### config.mk
export PLATFORM = sky130hd
export DESIGN_NAME = spip_top
export DESIGN_NICKNAME = d
export VERILOG_FILES = /design/src/spip_pkg.sv /design/src/spip_top.sv /design/src/spip_asm.sv
export VERILOG_INCLUDE_DIRS = /design/src
export SDC_FILE = /design/constraint.sdc
export NUM_CORES = 1
export LEC_CHECK = 0
export BUFFER_PORTS_ARGS = -buffer_cell sky130_fd_sc_hd__buf_4
export CAP_MARGIN = 40
export CORE_AREA = 4 4 290 292
export CTS_CLUSTER_SIZE = 24
export DETAILED_ROUTE_END_ITERATION = 8
export DIE_AREA = 0 0 294 296
export GPL_TIMING_DRIVEN = 1
export SETUP_SLACK_MARGIN = 0.1
export SYNTH_ARGS = -nofsm -noshare
export SYNTH_HDL_FRONTEND = slang
export SYNTH_SLANG_ARGS = --single-unit
export TNS_END_PERCENT = 50
### constraint.sdc
create_clock -name aclk -period 4.8 [get_ports aclk]
set_input_delay 0 -clock aclk [delete_from_list [all_inputs] [get_ports aclk]]
set_output_delay 0 -clock aclk [all_outputs]
set_load 0.02 [all_outputs]
### src/spip_map.svh
/*
  address map, field positions, reset values and fixed sizes of the
  sensor process image and parameter access block.
  assumes byte addresses on the AXI4-Lite bus, low 8 bits decoded.
*/
`ifndef SPIP_MAP_SVH
`define SPIP_MAP_SVH
// ********************************
// register byte offsets
// ********************************
`define SPIP_A_CTRL 8'h00
`define SPIP_A_STAT 8'h04
`define SPIP_A_ISTS 8'h08
`define SPIP_A_IMSK 8'h0C
`define SPIP_A_XIDX 8'h10
`define SPIP_A_XDAT 8'h14
`define SPIP_A_SEND 8'h18
// ********************************
// field positions
// ********************************
`define SPIP_CTRL_TSRC 0
`define SPIP_CTRL_CONN 8
`define SPIP_REQ_BIT 0
`define SPIP_WR_BIT 1
`define SPIP_LASER_BIT 0
`define SPIP_TRIG_BIT 1
// ********************************
// reset values and codes
// ********************************
`define SPIP_SETUP_RST 6'd1
`define SPIP_SETUP_MIN 8'd1
`define SPIP_SETUP_MAX 8'd32
`define SPIP_FUNC_SETUP 16'h0000
`define SPIP_ERR_FUNC 32'h00000001
`define SPIP_ERR_RANGE 32'h00000002
`define SPIP_ERR_MODE 32'h00000003
// ********************************
// connection sizes and instances
// ********************************
`define SPIP_IN_100 8'd100
`define SPIP_IN_101 8'd101
`define SPIP_IN_102 8'd102
`define SPIP_IN_103 8'd103
`define SPIP_OUT_HB 8'd238
`define SPIP_OUT_PAR 8'd110
`define SPIP_LEN_100 6'd50
`define SPIP_LEN_101 6'd56
`define SPIP_LEN_102 6'd34
`define SPIP_LEN_103 6'd40
`define SPIP_O2T_LEN 6'd8
`define SPIP_O2T_HDR 6'd4
`endif

### src/spip_pkg.sv
/*
  types of the sensor process image block.
  assumes spip_map.svh for all numeric constants except the one-hot state codes.
*/
package spip_pkg;
  // sensor side measurement data, one snapshot
  typedef struct packed {
    logic [7:0] param_mode;
    logic [7:0] time_sync;
    logic [7:0] valid_vals;
    logic [7:0] alarm;
    logic [7:0] quality;
    logic [7:0] out1;
    logic [7:0] out2;
    logic [6:0][31:0] fval;
    logic [31:0] rate_f;
    logic [31:0] ts_s;
    logic [31:0] ts_us;
    logic [15:0] enc;
    logic [6:0][15:0] ival;
    logic [15:0] rate_i;
  } spip_meas_s;
  // controller output image, header already stripped
  typedef struct packed {
    logic [7:0] sens_ctrl;
    logic [7:0] param_ctrl;
    logic [15:0] param_function_select;
    logic [31:0] param_value;
  } spip_plc_s;
  // parameter access states
  typedef enum logic [3:0] {
    PST_IDLE = 4'b0001,
    PST_BUSY = 4'b0010,
    PST_DONE = 4'b0100,
    PST_ERR = 4'b1000
  } spip_pst_e;
endpackage : spip_pkg

### src/spip_top.sv
/*
  process image framer and parameter handshake of a profile sensor,
  with AXI4-Lite registers, explicit byte access and one irq line.
  assumes controller image and sensor data synchronous to aclk.
*/
// Local design decisions: the register addresses and the AXI4-Lite interface to the registers.
`timescale 1ns/10ps
`include "spip_map.svh"
module spip_top
  import spip_pkg::*;
(
  input wire logic aclk,
  input wire logic aresetn,
  input wire logic [7:0] s_axi_awaddr,
  input wire logic s_axi_awvalid,
  output logic s_axi_awready,
  input wire logic [31:0] s_axi_wdata,
  input wire logic [3:0] s_axi_wstrb,
  input wire logic s_axi_wvalid,
  output logic s_axi_wready,
  output logic [1:0] s_axi_bresp,
  output logic s_axi_bvalid,
  input wire logic s_axi_bready,
  input wire logic [7:0] s_axi_araddr,
  input wire logic s_axi_arvalid,
  output logic s_axi_arready,
  output logic [31:0] s_axi_rdata,
  output logic [1:0] s_axi_rresp,
  output logic s_axi_rvalid,
  input wire logic s_axi_rready,
  input wire spip_meas_s meas_i,
  input wire spip_plc_s plc_i,
  input wire logic sync_in_i,
  input wire logic cyc_start_i,
  output logic laser_on_q,
  output logic meas_trig_q,
  output logic [7:0] pstat_q,
  output logic [31:0] result_q,
  output logic [5:0] setup_q,
  output logic [7:0] tx_data_q,
  output logic tx_valid_q,
  output logic tx_last_q,
  input wire logic tx_ready_i,
  output logic irq_q
);
  // ********************************
  // bus slave state
  // ********************************
  logic [7:0] aw_addr_q; // latched write address
  logic [31:0] w_data_q; // latched write data
  logic [3:0] w_strb_q;
  logic wr_go; // both halves present, apply once
  logic [31:0] wmask; // byte lanes as bit mask
  logic [31:0] rd_mux;
  logic rd_hit;
  logic wr_hit;
  assign wr_go = !s_axi_awready && !s_axi_wready && !s_axi_bvalid;
  assign wmask = {{8{w_strb_q[3]}}, {8{w_strb_q[2]}}, {8{w_strb_q[1]}}, {8{w_strb_q[0]}}};
  // ready flags double as empty slots; reset high is legal
  always_ff @(posedge aclk) begin
    if (!aresetn) begin
      s_axi_awready <= 1'b1;
      s_axi_wready <= 1'b1;
      s_axi_bvalid <= 1'b0;
      s_axi_bresp <= 2'h0;
      aw_addr_q <= 8'h00;
      w_data_q <= 32'h0;
      w_strb_q <= 4'h0;
    end else begin
      if (s_axi_awvalid && s_axi_awready) begin
        s_axi_awready <= 1'b0;
        aw_addr_q <= s_axi_awaddr;
      end
      if (s_axi_wvalid && s_axi_wready) begin
        s_axi_wready <= 1'b0;
        w_data_q <= s_axi_wdata;
        w_strb_q <= s_axi_wstrb;
      end
      if (wr_go) begin
        s_axi_bvalid <= 1'b1;
        s_axi_bresp <= wr_hit ? 2'h0 : 2'h2; // unmapped gets slverr
      end
      if (s_axi_bvalid && s_axi_bready) begin
        s_axi_bvalid <= 1'b0;
        s_axi_awready <= 1'b1;
        s_axi_wready <= 1'b1;
      end
    end
  end
  // read: one cycle from address to data
  always_ff @(posedge aclk) begin
    if (!aresetn) begin
      s_axi_arready <= 1'b1;
      s_axi_rvalid <= 1'b0;
      s_axi_rdata <= 32'h0;
      s_axi_rresp <= 2'h0;
    end else if (s_axi_arvalid && s_axi_arready) begin
      s_axi_arready <= 1'b0;
      s_axi_rvalid <= 1'b1;
      s_axi_rdata <= rd_mux;
      s_axi_rresp <= rd_hit ? 2'h0 : 2'h2;
    end else if (s_axi_rvalid && s_axi_rready) begin
      s_axi_rvalid <= 1'b0;
      s_axi_arready <= 1'b1;
    end
  end
  // ********************************
  // software registers
  // ********************************
  logic trig_src_q; // 0 sync input, 1 control bit
  logic [1:0] conn_q; // connection 0..3 = assembly 100..103
  logic [3:0] ists_q; // sticky events
  logic [3:0] imsk_q;
  logic [5:0] xidx_q; // explicit access byte index
  logic [31:0] ctrl_nx;
  logic [3:0] evt; // done, error, trigger, frame sent
  logic [3:0] iclr;
  logic wr_ctrl;
  logic wr_send;
  logic [7:0] xbyte; // explicit byte
  logic [7:0] in_inst;
  logic [7:0] out_inst;
  assign wr_ctrl = wr_go && (aw_addr_q == `SPIP_A_CTRL);
  assign wr_send = wr_go && (aw_addr_q == `SPIP_A_SEND) && w_strb_q[0] && w_data_q[0];
  assign iclr = (wr_go && (aw_addr_q == `SPIP_A_ISTS) && w_strb_q[0]) ? w_data_q[3:0] : 4'h0;
  assign ctrl_nx = (w_data_q & wmask) | ({22'h0, conn_q, 7'h0, trig_src_q} & ~wmask);
  assign wr_hit = (aw_addr_q == `SPIP_A_CTRL) || (aw_addr_q == `SPIP_A_STAT) ||
                  (aw_addr_q == `SPIP_A_ISTS) || (aw_addr_q == `SPIP_A_IMSK) ||
                  (aw_addr_q == `SPIP_A_XIDX) || (aw_addr_q == `SPIP_A_XDAT) ||
                  (aw_addr_q == `SPIP_A_SEND);
  assign rd_hit = (s_axi_araddr == `SPIP_A_CTRL) || (s_axi_araddr == `SPIP_A_STAT) ||
                  (s_axi_araddr == `SPIP_A_ISTS) || (s_axi_araddr == `SPIP_A_IMSK) ||
                  (s_axi_araddr == `SPIP_A_XIDX) || (s_axi_araddr == `SPIP_A_XDAT) ||
                  (s_axi_araddr == `SPIP_A_SEND);
  // instance numbers of the chosen connection
  assign in_inst = (conn_q == 2'd0) ? `SPIP_IN_100 : (conn_q == 2'd1) ? `SPIP_IN_101 :
                   (conn_q == 2'd2) ? `SPIP_IN_102 : `SPIP_IN_103;
  assign out_inst = conn_q[0] ? `SPIP_OUT_PAR : `SPIP_OUT_HB;
  assign rd_mux = (s_axi_araddr == `SPIP_A_CTRL) ? {22'h0, conn_q, 7'h0, trig_src_q} :
                  (s_axi_araddr == `SPIP_A_STAT) ? {in_inst, out_inst, 4'h0, laser_on_q, pstat_q[2:0], 2'h0, setup_q} :
                  (s_axi_araddr == `SPIP_A_ISTS) ? {28'h0, ists_q} :
                  (s_axi_araddr == `SPIP_A_IMSK) ? {28'h0, imsk_q} :
                  (s_axi_araddr == `SPIP_A_XIDX) ? {26'h0, xidx_q} :
                  (s_axi_araddr == `SPIP_A_XDAT) ? {24'h0, xbyte} : 32'h0;
  // register writes honour byte strobes
  always_ff @(posedge aclk) begin
    if (!aresetn) begin
      trig_src_q <= 1'b0;
      conn_q <= 2'd0;
      imsk_q <= 4'h0;
      xidx_q <= 6'd0;
    end else if (wr_go) begin
      if (wr_ctrl) begin
        trig_src_q <= ctrl_nx[`SPIP_CTRL_TSRC];
        conn_q <= ctrl_nx[`SPIP_CTRL_CONN +: 2];
      end
      if (aw_addr_q == `SPIP_A_IMSK && w_strb_q[0]) begin
        imsk_q <= w_data_q[3:0];
      end
      if (aw_addr_q == `SPIP_A_XIDX && w_strb_q[0]) begin
        xidx_q <= w_data_q[5:0];
      end
    end
  end
  // sticky status: a new event beats a clear in the same cycle
  always_ff @(posedge aclk) begin
    if (!aresetn) begin
      ists_q <= 4'h0;
      irq_q <= 1'b0;
    end else begin
      ists_q <= (ists_q & ~iclr) | evt;
      irq_q <= |(((ists_q & ~iclr) | evt) & imsk_q);
    end
  end
  // ********************************
  // laser and trigger
  // ********************************
  logic trig_src_w; // selected trigger source level
  logic src_prev_q;
  logic [1:0] sens_echo_q; // sensor control in byte
  logic trig_evt;
  assign trig_src_w = trig_src_q ? plc_i.sens_ctrl[`SPIP_TRIG_BIT] : sync_in_i;
  // no laser, no measurement: trigger suppressed
  assign trig_evt = trig_src_w && !src_prev_q && laser_on_q;
  always_ff @(posedge aclk) begin
    if (!aresetn) begin
      laser_on_q <= 1'b0;
      meas_trig_q <= 1'b0;
      src_prev_q <= 1'b0;
      sens_echo_q <= 2'h0;
    end else begin
      laser_on_q <= plc_i.sens_ctrl[`SPIP_LASER_BIT];
      src_prev_q <= trig_src_w;
      meas_trig_q <= trig_evt;
      sens_echo_q <= plc_i.sens_ctrl[1:0];
    end
  end
  // ********************************
  // parameter access handshake
  // ********************************
  spip_pst_e st_q;
  spip_pst_e st_d;
  logic req_w; // request bit from controller
  logic take; // request accepted this cycle
  logic rq_wr_q; // captured write flag
  logic [15:0] rq_func_q;
  logic [31:0] rq_val_q;
  logic func_ok;
  logic rng_ok;
  logic pm_ok;
  logic acc_ok;
  logic [31:0] err_code;
  assign req_w = plc_i.param_ctrl[`SPIP_REQ_BIT];
  assign take = (st_q == PST_IDLE) && req_w;
  assign func_ok = (rq_func_q == `SPIP_FUNC_SETUP);
  assign rng_ok = (rq_val_q[7:0] >= `SPIP_SETUP_MIN) && (rq_val_q[7:0] <= `SPIP_SETUP_MAX);
  assign pm_ok = (meas_i.param_mode != 8'h00);
  assign acc_ok = func_ok && (!rq_wr_q || (rng_ok && pm_ok));
  assign err_code = !func_ok ? `SPIP_ERR_FUNC : !rng_ok ? `SPIP_ERR_RANGE : `SPIP_ERR_MODE;
  assign evt[0] = (st_q == PST_BUSY) && acc_ok;
  assign evt[1] = (st_q == PST_BUSY) && !acc_ok;
  assign evt[2] = trig_evt;
  // next state; done and error stay until request drops
  always_comb begin
    st_d = st_q;
    unique case (st_q)
      PST_IDLE: if (req_w) st_d = PST_BUSY;
      PST_BUSY: st_d = acc_ok ? PST_DONE : PST_ERR;
      PST_DONE: if (!req_w) st_d = PST_IDLE;
      PST_ERR: if (!req_w) st_d = PST_IDLE;
      default: st_d = PST_IDLE; // illegal code recovers
    endcase
  end
  always_ff @(posedge aclk) begin
    if (!aresetn) begin
      st_q <= PST_IDLE;
      pstat_q <= 8'h00;
    end else begin
      st_q <= st_d;
      pstat_q <= {5'h00, st_d == PST_ERR, st_d == PST_BUSY, st_d == PST_DONE};
    end
  end
  // capture the request so the controller may change it while busy
  always_ff @(posedge aclk) begin
    if (!aresetn) begin
      rq_wr_q <= 1'b0;
      rq_func_q <= 16'h0000;
      rq_val_q <= 32'h0;
    end else if (take) begin
      rq_wr_q <= plc_i.param_ctrl[`SPIP_WR_BIT];
      rq_func_q <= plc_i.param_function_select;
      rq_val_q <= plc_i.param_value;
    end
  end
  // result and active setup update at end of busy
  always_ff @(posedge aclk) begin
    if (!aresetn) begin
      result_q <= 32'h0;
      setup_q <= `SPIP_SETUP_RST;
    end else if (st_q == PST_BUSY) begin
      if (!acc_ok) begin
        result_q <= err_code;
      end else if (rq_wr_q) begin
        result_q <= {24'h0, rq_val_q[7:0]};
        setup_q <= rq_val_q[5:0];
      end else begin
        result_q <= {26'h0, setup_q};
      end
    end
  end
  // ********************************
  // cyclic frame and explicit access
  // ********************************
  logic act_q; // frame in progress
  logic [5:0] idx_q; // index of byte on tx_data_q
  logic [1:0] frm_inst_q; // connection frozen for the frame
  logic start;
  logic adv;
  logic [5:0] nidx;
  logic [1:0] ninst;
  logic [7:0] sbyte;
  logic [5:0] slen;
  assign start = !act_q && (cyc_start_i || wr_send); // ignored while a frame runs
  assign adv = tx_valid_q && tx_ready_i && !tx_last_q;
  assign nidx = start ? 6'd0 : idx_q + 6'd1;
  assign ninst = start ? conn_q : frm_inst_q;
  assign evt[3] = tx_valid_q && tx_ready_i && tx_last_q;
  spip_asm u_cyc (
    .meas_i(meas_i),
    .sens_i({6'h00, sens_echo_q}),
    .pstat_i(pstat_q),
    .pval_i(result_q),
    .inst_i(ninst),
    .idx_i(nidx),
    .byte_o(sbyte),
    .len_o(slen)
  );
  spip_asm u_expl (
    .meas_i(meas_i),
    .sens_i({6'h00, sens_echo_q}),
    .pstat_i(pstat_q),
    .pval_i(result_q),
    .inst_i(conn_q),
    .idx_i(xidx_q),
    .byte_o(xbyte),
    .len_o()
  );
  // byte stream; valid holds until tx_ready
  always_ff @(posedge aclk) begin
    if (!aresetn) begin
      act_q <= 1'b0;
      idx_q <= 6'd0;
      frm_inst_q <= 2'd0;
      tx_valid_q <= 1'b0;
      tx_last_q <= 1'b0;
      tx_data_q <= 8'h00;
    end else if (start || adv) begin
      act_q <= 1'b1;
      idx_q <= nidx;
      frm_inst_q <= ninst;
      tx_valid_q <= 1'b1;
      tx_data_q <= sbyte;
      tx_last_q <= (nidx == slen - 6'd1);
    end else if (evt[3]) begin
      act_q <= 1'b0;
      tx_valid_q <= 1'b0;
      tx_last_q <= 1'b0;
    end
  end
endmodule : spip_top

### src/spip_asm.sv
/*
  byte picker for the four input assemblies.
  assumes little-endian multi-byte fields; purely combinational.
*/
`timescale 1ns/10ps
`include "spip_map.svh"
module spip_asm
  import spip_pkg::*;
(
  input wire spip_meas_s meas_i,
  input wire logic [7:0] sens_i,
  input wire logic [7:0] pstat_i,
  input wire logic [31:0] pval_i,
  input wire logic [1:0] inst_i,
  input wire logic [5:0] idx_i,
  output logic [7:0] byte_o,
  output logic [5:0] len_o
);
  // ********************************
  // image build
  // ********************************
  logic [447:0] img_f; // float layout, 56 bytes
  logic [319:0] img_i; // integer layout, 40 bytes
  logic [447:0] sh_f;
  logic [319:0] sh_i;
  logic [55:0] head; // seven status bytes, byte 0 lowest
  assign head = {meas_i.out2, meas_i.out1, meas_i.quality, meas_i.alarm,
                 meas_i.valid_vals, meas_i.time_sync, meas_i.param_mode};
  assign img_f[63:0] = {8'h00, head};
  assign img_i[63:0] = {8'h00, head};
  // seven measured values per layout
  for (genvar g = 0; g < 7; g++) begin : g_val
    assign img_f[64+32*g +: 32] = meas_i.fval[g];
    assign img_i[64+16*g +: 16] = meas_i.ival[g];
  end
  assign img_f[447:288] = {pval_i, pstat_i, sens_i, meas_i.enc, meas_i.ts_us, meas_i.ts_s, meas_i.rate_f};
  assign img_i[319:176] = {pval_i, pstat_i, sens_i, meas_i.enc, meas_i.ts_us, meas_i.ts_s, meas_i.rate_i};
  // ********************************
  // selection
  // ********************************
  assign sh_f = img_f >> {idx_i, 3'h0};
  assign sh_i = img_i >> {idx_i, 3'h0};
  // length per connection; bytes past it read zero
  assign len_o = (inst_i == 2'd0) ? `SPIP_LEN_100 :
                 (inst_i == 2'd1) ? `SPIP_LEN_101 :
                 (inst_i == 2'd2) ? `SPIP_LEN_102 : `SPIP_LEN_103;
  assign byte_o = (idx_i >= len_o) ? 8'h00 : (inst_i[1] ? sh_i[7:0] : sh_f[7:0]);
endmodule : spip_asm

=== Yosys cells after proc, flatten, opt, wreduce, memory -nomap -nowiden ===
Cells that the tools add are included.

* Reduce and logical (&&, ||, !) cells: 65
* Add/subtract/negate cells: 2
* Mux-type cells: 41
* Bitwise logic cells: 9
* Magnitude comparators: 4
* Equality and inequality tests: 24
* Shift operators: 4

{| class="wikitable"
|+ Operators by type and width
! operator !! number
|-
| 448-bit by 9-bit >> shifter with 8-bit output || 2
|-
| 320-bit by 9-bit >> shifter with 8-bit output || 2
|-
| 8-bit two-way mux || 11
|-
| 31-bit two-way mux || 2
|-
| 8-bit by 5-bit equality test with 1-bit output (second input constant) || 6
|-
| 8-bit by 4-bit equality test with 1-bit output (second input constant) || 4
|-
| 6-bit two-way mux || 5
|-
| 1-bit logical AND || 27
|-
| 4-bit two-way mux || 6
|-
| 10-bit AND || 2
|-
| 8-bit by 3-bit equality test with 1-bit output (second input constant) || 2
|-
| 16-bit zero test || 1
|-
| 8-bit zero test || 2
|-
| 1-bit logical OR || 15
|-
| 6-bit >= comparator || 2
|-
| 2-bit two-way mux || 6
|-
| 4-bit case mux with 3 select lines || 1
|-
| 1-bit two-way mux || 10
|-
| 10-bit NOT || 1
|-
| 10-bit bitwise OR || 1
|-
| 4-bit AND || 2
|-
| 4-bit by 2-bit equality test with 1-bit output (second input constant) || 2
|-
| 4-bit by 3-bit equality test with 1-bit output (second input constant) || 2
|-
| 4-bit equality test (second input constant) || 2
|-
| other kinds (19) || 33
|}

* Register bits after elaboration: 177
* Bits of input ports: 646
* Output and inout port bits: 100
* Logic and storage cells: 183

=== Logic depth before layout (Yosys ltp) ===
Gate-level depths: netlist (run 1).

* Depth in word-level cells: 16
* Mapped depth: 14
* Gate-level depth less buffers: 11

=== Modules after synthesis ===
From an unflattened synthesis (run 1), not the netlist that was laid out.

* Cell total of the unflattened synthesis: 1617
* Area, all modules: 15802.7 µm²

{| class="wikitable"
|+ Modules (own cells, without submodules)
! module !! instances !! sequential area each (µm²) !! cells an instance !! area an instance (µm²)
|-
| spip_asm || 2 || 0.0 || 470 || 5112.4
|-
| spip_top || 1 || 2542.4 || 677 || 5577.8
|}

=== Least setup slack after synthesis (run 1) ===
Ideal clock, no wire load.

* Kind: flip-flop to flip-flop
* Start point: register s_axi_awready
* End point: register tx_data_q[1]
* Setup time: 95 ps
* Required time: 4705 ps
* Arrival: 3471 ps
* Cell stages (with the launch flop): 14
* Buffers on the path: 3
* Path slack: 1233 ps
* Period minus slack after synthesis: 3567 ps
* Cells stage by stage: dfxtp_1 -> and4bb_2 -> a41oi_2 -> buf_2 -> buf_2 -> buf_2 -> mux2i_1 -> ha_1 -> o21ai_2 -> nand4_1 -> a2111oi_2 -> o211ai_1 -> a31o_1 -> a221oi_1

* Word-level cells in the longest chain between the ends: 15
* Elaborated cells on any way between the ends: 22
* Those cells by class: order compare (1); eq/ne (2); shift (2); mux (7); reduce/logical (10)

{| class="wikitable"
|+ RTL lines
! item !! line !! source
|-
| from (decl) || spip_top.sv:16 || <nowiki>output logic s_axi_awready,</nowiki>
|-
| from (signal assigned) || spip_top.sv:62 || <nowiki>s_axi_awready <= 1'b1;</nowiki>
|-
| from (signal assigned) || spip_top.sv:71 || <nowiki>s_axi_awready <= 1'b0;</nowiki>
|-
| from (signal assigned) || spip_top.sv:85 || <nowiki>s_axi_awready <= 1'b1;</nowiki>
|-
| 1-bit zero test (*) || spip_top.sv:57 || <nowiki>assign wr_go = !s_axi_awready && !s_axi_wready && !s_axi_bvalid;</nowiki>
|-
| 1-bit logical AND (*) (2 in series) || spip_top.sv:57 ||
|-
| 1-bit logical AND (*) (3 in series) || spip_top.sv:124 || <nowiki>assign wr_send = wr_go && (aw_addr_q == `SPIP_A_SEND) && w_strb_q[0] && w_data_q[0];</nowiki>
|-
| 1-bit logical OR (*) || spip_top.sv:283 || <nowiki>assign start = !act_q && (cyc_start_i || wr_send);</nowiki>
|-
| 1-bit logical AND (*) || spip_top.sv:283 ||
|-
| branches (longest 7 deep; another with 448-bit by 9-bit >> shifter with 8-bit output) || - ||
|-
| to (signal assigned) || spip_top.sv:322 || <nowiki>tx_data_q <= sbyte;</nowiki>
|-
| to (decl) || spip_top.sv:40 || <nowiki>output logic [7:0] tx_data_q,</nowiki>
|}

Mark *: on every way between the ends.
A chain may end at the register's enable or synchronous reset.

=== Worst setup path after layout (run 1) ===
* Start point: register s_axi_awready
* End point: register tx_data_q[6]

Same word-level chain as after synthesis.

==> results of run 1 <==
==> worst max-delay path, stage by stage (launching register included) <==
cell,delay (ns)
dfxtp_1,0.57
and4bb_2,0.34
a41oi_4,0.60
buf_4,0.40
mux2_2,0.59
o21ai_1,0.11
a211oi_1,0.42
a311oi_1,0.12
or4_1,0.57
a32oi_1,0.22
==> timing repair <==
item,4_1_cts,5_1_grt
hold buffers,56,0
gates resized for setup,0,0
hold endpoints to repair,54,0
==> worst min path at each step <==
stage          slack, ns  depth (start not counted)                     endpoint
6_report            0.02                          3  s_axi_rresp[1]$_SDFFE_PN0P_
4_1_cts             0.01                          3  s_axi_rresp[1]$_SDFFE_PN0P_
3_5_place_dp        0.21                          2    sens_echo_q[0]$_SDFF_PN0_
3_3_place_gp        0.21                          2    sens_echo_q[0]$_SDFF_PN0_
2_1_floorplan       0.10                          1    s_axi_wready$_SDFFE_PP1P_
5_1_grt             0.05                          3  s_axi_rresp[1]$_SDFFE_PN0P_
==> metrics by stage <==
stage | util, % | hold WS [ns] | worst slack (ns) | instances
5_1_grt | 29.78 | 0.04546 | 0.6127 | 3695
2_1_floorplan | - | 0.1004 | 1.233 | 2009
3_5_place_dp | 28.34 | 0.2113 | 0.8651 | 3602
4_1_cts | 29.77 | 0.01059 | 0.8538 | 3690
6_report | 29.82 | 0.01675 | 0.7451 | 3707
3_3_place_gp | 28.28 | 0.2097 | 0.9410 | 3598
==> area by class of cell <==
class / count / area (um2)
Clock buffer: 20 / 489.2
Fill cell: 8743 / 57260
Timing Repair Buffer: 812 / 6367
Multi-Input combinational cell: 1622 / 13310
Antenna cell: 17 / 42.54
Inverter: 27 / 101.3
Clock inverter: 12 / 115.1
Tap cell: 1070 / 1339
Sequential cell: 127 / 2566
==> flip-flops by register name, summed over array words and instances (netlist names), 2 cells and up, named ones only <==
| name | cells |
|---|---|
| setup_q | 6 |
| result_q | 8 |
| imsk_q | 4 |
| rq_val_q | 8 |
| sens_echo_q | 2 |
| pstat_q | 3 |
| tx_data_q | 8 |
| idx_q | 6 |
| ists_q | 4 |
| frm_inst_q | 2 |
| xidx_q | 6 |
| aw_addr_q | 8 |
| w_strb_q | 2 |
| s_axi_rdata | 16 |
| w_data_q | 8 |
| rq_func_q | 16 |
| st_q | 4 |
==> Yosys cell counts, drive strengths merged (16+ instances only) <==
master	instances	area, um2
a211oi	41	307.8
o31ai	16	120.1
o21ai	107	539.3
nor2	126	490.5
nand3	73	365.4
a31oi	32	200.2
a21boi	56	420.4
dfxtp	127	2542
clkbuf	77	289.0
o221ai	17	148.9
nand2	253	949.7
mux2i	154	1541
nor2b	55	344.1
inv	27	101.3
and2	21	131.4
nor3	34	196.4
mux4	182	4125
o22ai	25	156.4
o211ai	18	135.1
nand4	21	131.4
mux2	31	349.1
buf	156	983.4
a21oi	84	420.4
==> layout by cell type, fill, tap and decap left out, types with 15 or more instances in the layout <==
| master | Yosys | final |
|---|---|---|
| buf_4 | 70 | 744 |
| nand2_1 | 253 | 252 |
| mux4_2 | 175 | 175 |
| mux2i_1 | 154 | 153 |
| dfxtp_1 | 127 | 120 |
| nor2_1 | 123 | 119 |
| o21ai_0 | 103 | 103 |
| a21oi_1 | 84 | 84 |
| nand3_1 | 73 | 73 |
| a21boi_0 | 56 | 56 |
| dlygate4sd3_1 | 0 | 56 |
| nor2b_1 | 55 | 55 |
| a211oi_1 | 41 | 41 |
| conb_1 | 1 | 40 |
| a31oi_1 | 32 | 32 |
| mux2_2 | 31 | 31 |
| nor3_1 | 30 | 30 |
| o22ai_1 | 25 | 25 |
| inv_1 | 23 | 23 |
| and2_1 | 21 | 21 |
| nand4_1 | 21 | 21 |
| clkbuf_16 | 0 | 19 |
| o211ai_1 | 18 | 18 |
| diode_2 | 0 | 17 |
| o221ai_1 | 17 | 17 |
| o31ai_1 | 16 | 16 |
| and3_1 | 15 | 15 |
==> kinds of logic after synthesis <==
logic type      Yosys count  synth area share (%)
other cells               1               0.02204
simple gates            648                 18.08
buf+inv                 260                 8.074
compound gates          551                 22.57
mux                     367                 35.36
flops                   127                 14.94
fa+ha+maj                 6                0.4412
xor+xnor                 10                0.5148
==> where the power goes <==
part | internal, mW | switching, mW
Clock | 0.800 | 0.563
Sequential | 1.09 | 0.0390
Combinational | 0.736 | 0.837
==> per-layer routing <==
layer	vias to the layer above	global-route usage [%]	wire, um
li1	8924	-	-
met2	1372	43.22	55770
met3	170	8.185	13030
met4	18	5.975	3026
met1	10620	34.78	49590
met5	-	0	126
==> flow_metrics.env, run 1 <==
export IMPL_status="complete, no violations"
export IMPL_skew_ns=0.01611
export IMPL_place_hpwl_um=97710
export IMPL_placeableCoreArea_mm2=0.08158
export IMPL_gp_congestion=0.9485
export IMPL_finalMaxSlewViolations=0
export IMPL_async_flop_share_pct=0
export IMPL_reg2reg_depth=9
export IMPL_arrival_ns=4.40
export IMPL_p_per_area_mw_per_mm2=167.1
export IMPL_fin_nets=3259
export IMPL_clock_latency_ns=0.42
export IMPL_hp_class="in2reg"
export IMPL_antenna_left=0
export IMPL_initial_utilization_pct=20.86
export IMPL_num_rows=105
export IMPL_netlist_area_mm2=0.01702
export IMPL_critical_path_max_fanout=18
export IMPL_ys_seq_area_share_pct=14.94
export IMPL_htree_levels=4
export IMPL_min_period_ns=4.055
export IMPL_grt_total_usage_pct=26.58
export IMPL_fmax_mhz=246.6
export IMPL_layout_worst_path_cycle_share_pct=84.48
export IMPL_ir_worst_vdd_mv=0.1811
export IMPL_total_power_mw=4.066
export IMPL_path_class="reg2reg"
export IMPL_clk_pin_slew_ns=0.07
export IMPL_io_pin_count=746
export IMPL_via_count=21100
export IMPL_synth_flop_cell="dfxtp_1"
export IMPL_cts_tree="built"
export IMPL_min_from="s_axi_araddr[3]"
export IMPL_synth_enable_flop_cells=0
export IMPL_die_w_um=294
export IMPL_cp_startpoint="s_axi_awready$_SDFFE_PP1P_"
export IMPL_regToRegStartpoint="s_axi_awready$_SDFFE_PP1P_"
export IMPL_clock_path_buffers=2
export IMPL_first_pass_iters=5
export IMPL_numCtsBuffers=17
export IMPL_avgSynthCellArea_um2=8.637
export IMPL_overflow=0
export IMPL_grt_first_pass_wirelength_um=164800
export IMPL_endpoint_kind="flop"
export IMPL_max_slew_margin_pct=32.16
export IMPL_yosysWarnings=0
export IMPL_drive_gt1_share_pct=39.50
export IMPL_ff2ff_setup_slack_ns=0.75
export IMPL_cts_root_buf="clkbuf_16"
export IMPL_via_per_inst=5.692
export IMPL_drc=0
export IMPL_rsz0062_at_grt="false"
export IMPL_setup_viol=0
export IMPL_tightest_slew_ns=1.016
export IMPL_ys_ff_latch=127
export IMPL_p_leak_nw=9.262
export IMPL_finalHoldViolations=0
export IMPL_r2r_end="tx_data_q[6]$_SDFFE_PN0P_"
export IMPL_cts_setup_buffers=0
export IMPL_syn_to_final_growth_pct=42.98
export IMPL_portBuffers=643
export IMPL_die_h_um=296
export IMPL_finalInstanceArea_mm2=0.02433
export IMPL_numClockSinks=127
export IMPL_grt_max_degree=62
export IMPL_critical_path_endpoint="tx_data_q[6]$_SDFFE_PN0P_"
export IMPL_start_kind="flop"
export IMPL_wl_um=121500
export IMPL_crit_required_ns=5.14
export IMPL_syn_inst=1970
export IMPL_cap_violations=0
export IMPL_drt_iter0_markers=2329
export IMPL_tns_ns=0
export IMPL_synth_cell_types=88
export IMPL_grt_pass1_vias=20420
export IMPL_antenna_found_initial=24
export IMPL_dpl_instance_area_mm2=0.02312
export IMPL_routedWlPerCell_um=32.79
export IMPL_die_area_mm2=0.08702
(Power assumes the default switching activity.)
==> run 2: changes to the inputs <==
- clock period: 4.8 -> 4.2 ns (I/O delays scaled with it)
==> flow_metrics.env, run 2 (synthesis results as in run 1) <==
export IMPL_status="complete, no violations"
export IMPL_finalInstanceArea_mm2=0.02457
export IMPL_die_w_um=294
export IMPL_grt_total_usage_pct=26.38
export IMPL_drt_iter0_markers=2419
export IMPL_hp_class="in2reg"
export IMPL_finalHoldViolations=0
export IMPL_max_slew_margin_pct=40.88
export IMPL_cts_resized_gates=0
export IMPL_path_class="reg2reg"
export IMPL_via_per_inst=5.702
export IMPL_drc=0
export IMPL_dpl_instance_area_mm2=0.02336
export IMPL_routedWlPerCell_um=32.46
export IMPL_fmax_mhz=265.4
export IMPL_cap_violations=0
export IMPL_cts_root_buf="clkbuf_16"
export IMPL_place_hpwl_um=96880
export IMPL_numCtsBuffers=17
export IMPL_ir_worst_vdd_mv=0.2253
export IMPL_tns_ns=0
export IMPL_clk_pin_slew_ns=0.07
export IMPL_layout_worst_path_cycle_share_pct=89.71
export IMPL_first_pass_iters=5
export IMPL_largest_registers="rq_func_q x16, s_axi_rdata x16"
export IMPL_rsz0062_at_grt="false"
export IMPL_layout_commonest_cell="buf_4"
export IMPL_highest_layer="met5"
export IMPL_min_period_ns=3.768
export IMPL_cts_setup_buffers=0
export IMPL_io_pin_count=746
export IMPL_initial_utilization_pct=20.86
export IMPL_antenna_found_initial=31
export IMPL_placeableCoreArea_mm2=0.08158
export IMPL_place_ws_ns=0.5407
export IMPL_wl_met2_um=55430
export IMPL_finalMaxSlewViolations=0
export IMPL_cp_cell_sequence="and4bb_2 > a41oi_4 > buf_12 > nand2_2 > nor2_1 > nor3_1 > o311a_1 > o41ai_1 > a32oi_1"
export IMPL_cts_tree="built"
export IMPL_drive_gt1_share_pct=39.96
export IMPL_setup_ws_ns=0.4321
export IMPL_grt_max_degree=78
export IMPL_arrival_ns=4.05
export IMPL_clock_latency_ns=0.43
export IMPL_syn_to_final_growth_pct=44.41
export IMPL_antenna_left=0
export IMPL_num_rows=105
export IMPL_die_h_um=296
export IMPL_total_power_mw=4.642
export IMPL_fin_nets=3284
export IMPL_p_leak_nw=9.418
export IMPL_endpoint_kind="flop"
export IMPL_htree_levels=4
export IMPL_utilization_pct=30.12
export IMPL_clock_path_buffers=2
export IMPL_crit_required_ns=4.48
export IMPL_met1_length_um=47470
export IMPL_final_cell_mix="buf_4 (762), nand2_1 (252), mux4_2 (175)"
export IMPL_overflow=0
export IMPL_grt_pass1_vias=20350
export IMPL_die_area_mm2=0.08702
export IMPL_tightest_slew_ns=0.8835
export IMPL_gp_congestion=0.9601
export IMPL_wl_um=120900
export IMPL_skew_ns=0.01705
export IMPL_numClockSinks=127
export IMPL_grt_first_pass_wirelength_um=163000
export IMPL_cpMaxStageDelayCell="o41ai_1"
export IMPL_via_count=21240
export IMPL_setup_viol=0
export IMPL_start_kind="flop"
export IMPL_portBuffers=643
export IMPL_critical_path_max_fanout=72
export IMPL_p_per_area_mw_per_mm2=188.9
export IMPL_wl_met3_um=14560
export IMPL_max_stage_delay_ns=0.63
-- run 2: cell types whose count changed in the layout (fill, tap and decap cells not counted), sizes merged --
cell / delta
buf: +23
bufinv: +1
clkinv: +4
diode: -7
dlygate4sd3: +2
inv: -5
-- run 2: final timing paths --
kind / startpoint / cells past startpoint / slack (ns) / end
max: s_axi_awready$_SDFFE_PP1P_ / 9 / 0.43 / tx_data_q[6]$_SDFFE_PN0P_
min reg2reg: tx_data_q[5]$_SDFFE_PN0P_ / 2 / 0.46 / tx_data_q[5]$_SDFFE_PN0P_
max reg2reg: s_axi_awready$_SDFFE_PP1P_ / 9 / 0.43 / tx_data_q[6]$_SDFFE_PN0P_
min: s_axi_arvalid / 3 / 0.06 / s_axi_rresp[1]$_SDFFE_PN0P_
-- run 2: worst max-delay path: cells and delay by family, from the launching register on --
family          cells  cell delay, ns
simple gates        4            1.17
buf+inv             1            0.43
compound gates      4            1.41
flops               1            0.55
-- run 2: cell type report --
class                           count  area [um2]
Clock inverter                     12       132.6
Clock buffer                       20       467.9
Timing Repair Buffer              837        6631
Sequential cell                   127        2566
Inverter                           27       101.3
Fill cell                        8698       57010
Multi-Input combinational cell   1622       13310
Tap cell                         1070        1339
Antenna cell                       10       25.02
-- run 2: power by group --
part           switching (mW)  internal, mW  leakage, nW
Sequential             0.0425          1.25         1.04
Combinational           0.953         0.857         8.08
Clock                   0.614         0.928        0.296
-- run 2: timing repair --
| item | CTS | global route |
|---|---|---|
| hold buffers | 58 | 0 |
| endpoints found under the setup margin | 0 | 0 |
| endpoints found under the hold margin | 55 | 0 |
-- run 2: routing by layer --
metal | vias up | track usage, %
met5 | - | 0
met4 | 36 | 6.450
met3 | 214 | 9.152
met2 | 1462 | 42.77
met1 | 10570 | 33.79
li1 | 8961 | -
-- run 2: stage by stage --
| step | hold WS (ns) | instances |
|---|---|---|
| floorplan | 0.1004 | 2009 |
| global placement | 0.2089 | 3621 |
| detailed placement | 0.2145 | 3624 |
| CTS | 0.02906 | 3714 |
| global route | 0.07605 | 3718 |
| finish | 0.05651 | 3725 |
